==> config.mk <==
export PLATFORM = sky130hd
export DESIGN_NAME = ebm_energy_manager
export DESIGN_NICKNAME = d
export VERILOG_FILES = /design/src/logic/ebm_pkg.sv /design/src/logic/ebm_fuel_gauge.sv /design/src/logic/ebm_balance.sv /design/src/logic/ebm_energy_manager.sv
export SDC_FILE = /design/constraint.sdc
export NUM_CORES = 1
export LEC_CHECK = 0
export BUFFER_PORTS_ARGS = -buffer_cell sky130_fd_sc_hd__buf_2
export CORE_MARGIN = 10
export CORE_UTILIZATION = 62
export CTS_CLUSTER_SIZE = 10
export DETAILED_ROUTE_END_ITERATION = 10
export HOLD_SLACK_MARGIN = 0.02
export PLACE_DENSITY = 0.83
export SYNTH_ARGS = -nofsm -noshare
export SYNTH_HDL_FRONTEND = slang
export SYNTH_SLANG_ARGS = --single-unit
==> constraint.sdc <==
create_clock -name clk_sys -period 7.2 [get_ports clk_sys]
set_input_delay 0.36 -clock clk_sys [delete_from_list [all_inputs] [get_ports clk_sys]]
set_output_delay 0.36 -clock clk_sys [all_outputs]
set_load 0.02 [all_outputs]
==> src/logic/ebm_pkg.sv <==
// Package for the energy optimizer, fuel gauge and capacitor balance block
package ebm_pkg;
   localparam int unsigned CLK_HZ = 20000000;
   localparam int unsigned BAL_PERIOD_US = 1000;
   localparam int unsigned BAL_PERIOD_CYCLES = (CLK_HZ / 1000000) * BAL_PERIOD_US;
   localparam int VOLT_W = 5;
   localparam int LEVEL_W = 5;
   localparam int COUNT_W = 32;
   localparam logic [LEVEL_W-1:0] LEVEL_RESET = 5'h0b;
   localparam logic [LEVEL_W-1:0] LEVEL_MAX = 5'h1f;
   localparam logic [LEVEL_W-1:0] LEVEL_MIN = 5'h00;
   localparam logic [VOLT_W-1:0] SEVERE_DEFICIT = 5'h03;
   localparam logic [VOLT_W-1:0] SURPLUS_LIMIT = 5'h01;
   localparam logic [VOLT_W-1:0] BAL_MIN_VCAP = 5'h0a;
   localparam logic [VOLT_W-1:0] BAL_WINDOW = 5'h01;
   localparam logic [VOLT_W-1:0] BAL_HYST = 5'h01;
   localparam logic [2:0] ST_CONT_ACTIVE = 3'h6;
   localparam logic [2:0] ST_CONT_CHARGE = 3'h2;
   localparam logic [2:0] ST_DEM_ACTIVE = 3'h5;
   localparam logic [2:0] ST_DEM_CHARGE = 3'h1;
   localparam logic [15:0] BAL_TICK_MAX = 16'(BAL_PERIOD_CYCLES - 1);

   typedef enum logic [1:0] {EBM_BAL_OFF, EBM_BAL_SOURCE, EBM_BAL_SINK} ebm_bal_dir_type;

   typedef struct packed {
      logic [1:0] current_sel;
      logic source_on;
      logic sink_on;
   } ebm_bal_drive_type;

   typedef struct packed {
      logic [LEVEL_W-1:0] target_charge_level;
      logic optimized;
   } ebm_opt_out_type;

   // Decision of the optimizer from end-of-cycle margin comparison
   function automatic logic [1:0] ebm_step_up(input logic [VOLT_W-1:0] vcap,
                                              input logic [VOLT_W-1:0] margin);
      logic [1:0] step;
      step = 2'h0;
      if (vcap < margin) begin
         if ((margin - vcap) >= SEVERE_DEFICIT) begin
            step = 2'h2;
         end else begin
            step = 2'h1;
         end
      end
      return step;
   endfunction
endpackage

==> src/logic/ebm_fuel_gauge.sv <==
// Fuel gauge counter of boost conversion cycles
`timescale 1ns/1ns
module ebm_fuel_gauge
   import ebm_pkg::*;
(
   input wire logic clk_sys,
   input wire logic reset,
   input wire logic count_pulse,
   input wire logic clear,
   output logic [COUNT_W-1:0] count
);
   typedef struct packed {
      logic [COUNT_W-1:0] count;
   } ebm_fg_state_type;

   ebm_fg_state_type state;
   ebm_fg_state_type next_state;

   always_comb begin
      next_state = state;
      if (clear) begin
         // Clear of the last cycle's count loses a coincident pulse, which belongs to the new cycle
         next_state.count = '0;
      end else if (count_pulse) begin
         next_state.count = state.count + 32'h00000001;
      end
   end

   always_ff @(posedge clk_sys) begin
      if (reset) begin
         state <= '0;
      end else begin
         state <= next_state;
      end
   end

   assign count = state.count;
endmodule

==> src/logic/ebm_balance.sv <==
// Capacitor balance controller sampling the mid-point every millisecond
`timescale 1ns/1ns
module ebm_balance
   import ebm_pkg::*;
(
   input wire logic clk_sys,
   input wire logic reset,
   input wire logic charging,
   input wire logic bal_enable,
   input wire logic [1:0] bal_current_sel,
   input wire logic [VOLT_W-1:0] storage_cap_voltage,
   input wire logic [VOLT_W-1:0] mid_voltage,
   output ebm_bal_drive_type drive
);
   typedef struct packed {
      logic [15:0] tick;
      ebm_bal_dir_type dir;
      ebm_bal_drive_type drive;
   } ebm_bal_state_type;

   ebm_bal_state_type state;
   ebm_bal_state_type next_state;

   always_comb begin
      logic [VOLT_W:0] half;
      logic [VOLT_W:0] mid2;
      logic [VOLT_W:0] band;
      half = {1'b0, storage_cap_voltage};
      mid2 = {mid_voltage, 1'b0};
      next_state = state;
      // Window narrows while a direction is held, so a held drive runs on to balance without chatter
      band = (state.dir == EBM_BAL_OFF) ? {1'b0, BAL_WINDOW} : {1'b0, BAL_WINDOW - BAL_HYST};
      if (!bal_enable || storage_cap_voltage < BAL_MIN_VCAP) begin
         next_state.dir = EBM_BAL_OFF;
         next_state.tick = '0;
      end else if (charging) begin
         if (state.tick == BAL_TICK_MAX) begin
            next_state.tick = '0;
            case (state.dir)
               EBM_BAL_OFF, EBM_BAL_SOURCE, EBM_BAL_SINK: begin
                  if (mid2 > half + band) begin
                     next_state.dir = EBM_BAL_SINK;
                  end else if (mid2 + band < half) begin
                     next_state.dir = EBM_BAL_SOURCE;
                  end else begin
                     next_state.dir = EBM_BAL_OFF;
                  end
               end
               default: begin
                  next_state.dir = EBM_BAL_OFF;
               end
            endcase
         end else begin
            next_state.tick = state.tick + 16'h0001;
         end
      end else begin
         next_state.dir = EBM_BAL_OFF;
         next_state.tick = '0;
      end
      next_state.drive.current_sel = bal_current_sel;
      next_state.drive.source_on = (next_state.dir == EBM_BAL_SOURCE);
      next_state.drive.sink_on = (next_state.dir == EBM_BAL_SINK);
   end

   always_ff @(posedge clk_sys) begin
      if (reset) begin
         state <= '{tick: '0, dir: EBM_BAL_OFF, drive: '0};
      end else begin
         state <= next_state;
      end
   end

   assign drive = state.drive;
endmodule

==> src/logic/ebm_energy_manager.sv <==
// Energy manager top: adaptive optimizer, fuel gauge and capacitor balance
`timescale 1ns/1ns
module ebm_energy_manager
   import ebm_pkg::*;
(
   input wire logic clk_sys,
   input wire logic reset,
   input wire logic [2:0] state_code,
   input wire logic standby,
   input wire logic cycle_end,
   input wire logic [VOLT_W-1:0] storage_cap_voltage,
   input wire logic [VOLT_W-1:0] margin_voltage,
   input wire logic boost_cycle,
   input wire logic charging,
   input wire logic bal_enable,
   input wire logic [1:0] bal_current_sel,
   input wire logic [VOLT_W-1:0] mid_voltage,
   output ebm_opt_out_type opt_out,
   output logic [COUNT_W-1:0] fuel_count,
   output logic fuel_count_valid,
   output ebm_bal_drive_type bal_drive
);
   typedef enum logic [1:0] {EBM_OPT_LEARN, EBM_OPT_DONE} ebm_opt_phase_type;

   typedef struct packed {
      logic [2:0] prev_code;
      ebm_opt_phase_type phase;
      ebm_opt_out_type opt;
      logic [COUNT_W-1:0] fuel_count;
      logic fuel_count_valid;
   } ebm_top_state_type;

   ebm_top_state_type state;
   ebm_top_state_type next_state;
   logic fg_clear;
   logic [COUNT_W-1:0] fg_count;

   ////////////////////////////////////////////////////////////////////////////////
   // Fuel gauge

   // Clear on the active-to-charge move of either operating mode
   assign fg_clear = (state.prev_code == ST_CONT_ACTIVE && state_code == ST_CONT_CHARGE)
      || (state.prev_code == ST_DEM_ACTIVE && state_code == ST_DEM_CHARGE);

   ebm_fuel_gauge u_fuel_gauge (
      .clk_sys(clk_sys),
      .reset(reset),
      .count_pulse(boost_cycle & charging),
      .clear(fg_clear),
      .count(fg_count)
   );

   ////////////////////////////////////////////////////////////////////////////////
   // Capacitor balance

   ebm_balance u_balance (
      .clk_sys(clk_sys),
      .reset(reset),
      .charging(charging),
      .bal_enable(bal_enable),
      .bal_current_sel(bal_current_sel),
      .storage_cap_voltage(storage_cap_voltage),
      .mid_voltage(mid_voltage),
      .drive(bal_drive)
   );

   ////////////////////////////////////////////////////////////////////////////////
   // Optimizer

   always_comb begin
      logic [1:0] step;
      logic [LEVEL_W:0] raised;
      step = ebm_step_up(storage_cap_voltage, margin_voltage);
      raised = {1'b0, state.opt.target_charge_level} + {4'h0, step};
      next_state = state;
      next_state.prev_code = state_code;
      if (cycle_end) begin
         case (state.phase)
            EBM_OPT_LEARN, EBM_OPT_DONE: begin
               if (step != 2'h0) begin
                  // Saturate at the top level instead of wrapping
                  next_state.opt.target_charge_level = raised[LEVEL_W] ? LEVEL_MAX
                     : raised[LEVEL_W-1:0];
                  next_state.phase = EBM_OPT_LEARN;
               // One spare bit so a margin near full scale cannot wrap the surplus test
               end else if ({1'b0, storage_cap_voltage} > ({1'b0, margin_voltage} + {1'b0, SURPLUS_LIMIT})) begin
                  if (state.opt.target_charge_level != LEVEL_MIN) begin
                     next_state.opt.target_charge_level = state.opt.target_charge_level - 5'h01;
                  end
                  next_state.phase = EBM_OPT_LEARN;
               end else begin
                  next_state.phase = EBM_OPT_DONE;
               end
            end
            default: begin
               next_state.phase = EBM_OPT_LEARN;
            end
         endcase
      end
      next_state.opt.optimized = (next_state.phase == EBM_OPT_DONE);
      // Snapshot offered to the host only while in standby
      next_state.fuel_count_valid = standby;
      if (standby) begin
         next_state.fuel_count = fg_count;
      end
   end

   always_ff @(posedge clk_sys) begin
      if (reset) begin
         state <= '{prev_code: '0, phase: EBM_OPT_LEARN, opt: '{target_charge_level: LEVEL_RESET, optimized: 1'b0},
                    fuel_count: '0, fuel_count_valid: 1'b0};
      end else begin
         state <= next_state;
      end
   end

   assign opt_out = state.opt;
   assign fuel_count = state.fuel_count;
   assign fuel_count_valid = state.fuel_count_valid;
endmodule

Word-level counts from Yosys, hierarchy flattened. Cells that the tools add are included. Widths: inputs -> output; s select.

Flip-flop bits (word level): 98. Output and inout port bits: 43. Logic and storage cells: 72.

Add/subtract/negate cells: 8. $lt $le $gt $ge: 6. Equality and inequality tests: 11. Multiplexer cells: 17. Bitwise operators: 2. Reductions and logical operators: 16.

Operators with widths (number): $add 32x1->32 const B (1); $mux 5 (4); $add 16x1->16 const B (1); $eq 16x15->1 const B (1); $mux 2 (8); $mux 7 (2); $eq 2x1->1 const B (4); $add 5x1->6 const B (1); $add 5x2->6 (1); $add 5x6->6 (1); $add 6x6->6 (1); $eq 3x3->1 const B (2); $gt 5x6->1 (1); $gt 6x6->1 (1); $lt 6x5->1 (1); $reduce_bool 2->1 (3); $ge 5x2->1 const B (1); $lt 5x4->1 const B (1); $lt 5x5->1 (1); $reduce_bool 5->1 (1); $sub 5x1->5 const B (1); $sub 5x5->5 (1); $eq 2x2->1 const B (2); $logic_not 2->1 (2); other kinds (12) (17).

Logic depth before layout (Yosys ltp).
Depth in word-level cells: 11. Depth in mapped cells: 16. Mapped depth without buffers: 16.

Cells and area by module. A second synthesis with hierarchy kept.

Cell total of the unflattened synthesis: 591. Area total of the unflattened synthesis: 5407.7 sq um.

Modules (own cells, without submodules): ebm_energy_manager (instances 1, cells an instance 272, area an instance 2555.0 sq um); ebm_fuel_gauge (instances 1, cells an instance 173, area an instance 1560.2 sq um); ebm_balance (instances 1, cells an instance 146, area an instance 1292.5 sq um).

Least setup slack after synthesis. Ideal clock, no wire load.

Kind: input to register. Start: in storage_cap_voltage[1]. End: reg state, in the netlist opt_out[2]. Arrival time: 2.923 ns. Data required time: 7.080 ns. Path slack: 4.157 ns. Stages on the path: 14. Buffers on the path: 1. Cells stage by stage: inv_1 > ha_1 > nor2b_1 > o31a_1 > o31ai_4 > buf_4 > a31oi_1 > ha_1 > a21o_1 > and2_1 > and3_1 > nor3b_1 > a211oi_1 > a211o_1.

Cells in the longest elaborated chain, start to end: 7. Elaborated cells on any way between the ends: 13. Those cells by class: 2 x add/sub; 3 x order compare; 4 x mux; 4 x reduce/logical.

RTL lines: start: declaration (RTL line ebm_energy_manager.sv:11) `input wire logic [VOLT_W-1:0] storage_cap_voltage,`; $sub 5x5->5 (RTL line ebm_pkg.sv:42) `if ((margin - vcap) >= SEVERE_DEFICIT) begin`; $ge 5x2->1 (RTL line ebm_pkg.sv:42); $mux 2 (RTL line ebm_pkg.sv:42); $mux 2 (RTL line ebm_pkg.sv:41) `if (vcap < margin) begin`; $add 5x2->6 or $reduce_bool 2->1 (tied branches) (RTL line ebm_energy_manager.sv:74, ebm_energy_manager.sv:80); $mux 5 or $reduce_bool 2->1 (tied branches); $mux 7 or $reduce_and 4->1 (tied branches); end signal: assignment (RTL line ebm_energy_manager.sv:110) `state <= '{prev_code: '0, phase: EBM_OPT_LEARN, opt: '{target_charge_level: LEVEL_RESET, optimized: 1'b0},`; end signal: assignment (RTL line ebm_energy_manager.sv:113) `state <= next_state;`; end: declaration (RTL line ebm_energy_manager.sv:33) `ebm_top_state_type state;`.

Parallel ways exist; a longest one is shown, timed or not. A chain may end at the register's enable or synchronous reset.

Worst setup path in the final report. Ends and elaborated chain as after synthesis.

==> results.tsv <==
stage	metric	value	unit
run_status	run_status	complete, no violations	
min_path	hold-path-cell-count	2	
clock_tree	clkLatencyLatePin	0.37	ns
timing	aggregate_negative_setup_slack	0	ns
flow_run	max-cap-violations	0	
setup_path	timing.reg2reg.setup_slack	4.85	ns
setup_path	critical_path.cell_chain	buf_2, inv_1, ha_1, nor2b_1, o31a_1, o31ai_4, a31oi_1, ha_1, a21o_1, and2_1, and3_1, nor3b_1, a211oi_1, a211o_1	
clock_tree	cts_inserted_buffers	9	
yosys	synth-edff-count	0	
timing	worst_hold_slack	0.203	ns
setup_path	critPathMaxFanout	15	
timing	fin_skew	0.0157	ns
yosys	yosys-top-cells-area	dfxtp_1, mux2i_1, ha_1, nor2_1, buf_4	
clock_tree	cts_hold_fix_bufs	0	
setup_path	endpoint_kind	register	
power	totalPowerFinal	1.04	mW
clock_tree	clock_tree_from_tritoncts	yes	
finish	layout.filler_cells	641	
setup_path	worstPathArrival	3.41	ns
placed_design	port-buffer-count	69	
clock_tree	ctsHtreeMaxLevel	3	
yosys	ys.flop_type	dfxtp_1	
detailed_routing	count_of_antenna_violating_nets_left_after_detailed_routing	0	
setup_path	timing.critical_path.slowest_stage_cell	o31ai_4	
power	vdd.ir_drop.worst	0.133	mV
yosys	share_of_flip_flops_with_an_asynchronous_set_or_reset_after_synthesis	0	%
detailed_routing	vias_per_cell	5.49	
yosys	post_synth_num_cell_types	53	
min_path	worst_hold_startpoint	cycle_end	
global_routing	antenna_found_initial	1	
die	die_width	111	um
setup_path	r2r-end	u_balance.drive[1]	
detailed_routing	routed-via-count	3801	
global_routing	grt_start_max_net_pins	49	
timing	drv_slew	0	
setup_path	worstSetupStartpoint	storage_cap_voltage[1]	
die	design.die.area	0.0122	mm^2
timing	worst_slew_margin_rel	21.4	%
global_routing	globalRouteTotalUtil	16.0	%
setup_path	cp_num_cells	14	
setup_path	worstSetupPathType	in2reg	
detailed_routing	detail_route.wl_per_cell	14.4	um
yosys	synth_top_cell_area_share	38.6	%
die	floorplan.rows	32	
detailed_routing	drtPass1Iterations	4	
min_path	hold_critical_path_endpoint	state[40]	
setup_path	worst_r2r_path_depth	11	
setup_path	path_buf_inv	2	
finish	area_delta_synth_final	5.62	%
clock_tree	cts.sink_count	98	
placed_design	place.gp.congestion	0.831	
yosys	ys_top_cells_by_count	dfxtp_1, nor2_1, buf_4	
min_path	hold_path_class	in2reg	
die	boundaryPins	70	
yosys	synth.avg_cell_area	9.04	um^2
detailed_routing	drt_drc_violations_left	0	
yosys	synth_seq_cells	98	
timing	maxClockFrequency	0.317	GHz
timing	layout_worst_path_cycle_share	43.8	%
finish	antenna-diode-count	0	
yosys	synthesis.area	0.00508	mm^2
clock_tree	clock_tree.root_cell	clkbuf_8	
finish	layout-drive-gt1-share	16.3	%
finish	nets	642	
setup_path	cp_slowest_stage_delay	0.50	ns
clock_tree	clk_pin_slew	0.09	ns
power	powerDensity	193	mW/mm^2
timing	grt_setup_unrepaired	no	
global_routing	grt_pass1_wl	17100	um
global_routing	via_count_of_the_first_global_routing_pass	3781	
setup_path	critical-path-top-cell-by-count	ha_1	
setup_path	path_delay_family	compound AO/OA/AOI/OAI gates	
setup_path	critPathRequiredTime	7.45	ns
die	core_area	0.00785	mm^2
yosys	yosysSeqAreaShare	38.6	%
detailed_routing	dr.first_iter.drc_count	125	
yosys	synth.yosys.warnings	0	
clock_tree	max-clock-path-buffers	2	
setup_path	crit_path_start_kind	input port	
clock_tree	cts.repair_timing.setup_buffer_count	0	
die	initial_utilization	64.7	%
power	p_leak	2.34	nW
placed_design	hpwl	7360	um
setup_path	rr_startpoint	u_balance.state[5]	
yosys	mappedNetlistNets	619	
timing	finalSetupViolations	0	
global_routing	grt_overflow_total	0	
die	fp.dieH	111	um
yosys	synthesis.instances	562	
detailed_routing	drt-total-wl	9950	um
yosys	post-synth-top-area-cell	dfxtp_1	
yosys	synthMostInstantiatedCell	dfxtp_1	
timing	finalCriticalPeriod	3.16	ns
clock_tree	cts_repair_resize_count	0	
timing	worst-slew-pin-transition	1.18	ns
timing	timing.final.hold_violations	0	
[worst reg2reg max path, cell delays in order (launching register included)]
cell and delay (ns):
dfxtp_1 0.39, nor2_1 0.09, ha_1 0.20, ha_1 0.20, xnor2_1 0.17, ha_1 0.27
a211o_1 0.30, o211ai_1 0.10, a21oi_1 0.11, nor2_1 0.13, nand4_1 0.14, a21oi_1 0.19
[sequential cells by signal, indices dropped and copies added (netlist names)]
signal / cells
fuel_count: 32
u_fuel_gauge.count: 32
u_balance.state: 18
opt_out: 6
state: 5
u_balance.drive: 4
fuel_count_valid: 1
[cells in the final DEF (no fill, tap or decap), drive strengths merged, types with 5 or more instances in the layout]
| cell | count |
|---|---|
| a211oi | 5 |
| a21oi | 19 |
| and3 | 7 |
| and4 | 6 |
| buf | 69 |
| clkbuf | 10 |
| dfxtp | 98 |
| ha | 28 |
| inv | 21 |
| mux2i | 36 |
| nand2 | 31 |
| nand3 | 23 |
| nand4 | 13 |
| nor2 | 90 |
| nor2b | 10 |
| nor3 | 8 |
| o21ai | 11 |
| or3 | 7 |
| xnor2 | 19 |
| xor2 | 28 |
[area by class of cell]
| type | instances | area (um^2) | area share [%] |
|---|---|---|---|
| tap | 102 | 128 | 2.38 |
| sequential | 98 | 1960 | 36.6 |
| multi-input combinational | 388 | 2660 | 49.6 |
| timing repair buffer | 69 | 345 | 6.44 |
| clock inverter | 6 | 72.6 | 1.35 |
| clock buffer | 10 | 128 | 2.38 |
| inverter | 19 | 71.3 | 1.33 |
[how the worst max path moves through the flow]
stage	to	slack [ns]
6_report	opt_out[2]	4.04
5_1_grt	opt_out[2]	3.85
4_1_cts	opt_out[2]	4.09
3_5_place_dp	opt_out[2]	3.72
3_3_place_gp	opt_out[2]	3.80
2_1_floorplan	opt_out[2]	4.16
[metal layers]
metal  share of wire, %  vias to the layer above  track usage (%)
li1                   -                     1927                -
met1                 46                     1787             19.8
met2                 48                       70             26.7
met3                4.1                       15             3.57
met4                1.4                        2             5.18
met5               0.13                        -                0
[power by group]
part	switching [mW]	internal (mW)	total, mW
Sequential	0.00562	0.548	0.554
Combinational	0.0703	0.0515	0.122
Clock	0.197	0.165	0.362
Total	0.273	0.765	1.04
[per-stage QoR]
step | setup WS [ns] | std cells | area, um^2 | util [%]
after floorplan | 4.16 | 562 | 5080 | -
after global placement | 3.80 | 676 | 5160 | 65.8
after detailed placement | 3.72 | 676 | 5160 | 65.8
after CTS | 4.09 | 692 | 5370 | 68.4
after global routing | 3.85 | 692 | 5370 | 68.4
final | 4.04 | 692 | 5370 | 68.4
[cell families after synthesis]
kind of cell / Yosys count / synth area share (%)
XOR/XNOR: 47 / 8.10
AO/OA/AOI/OAI: 58 / 7.56
multiplexers: 36 / 7.09
flip-flops: 98 / 38.6
AND/OR/NAND/NOR: 217 / 21.9
buffers and inverters: 76 / 9.04
adder cells (fa/ha/maj): 30 / 7.68
Note: power is estimated with default switching activity, not from simulation.
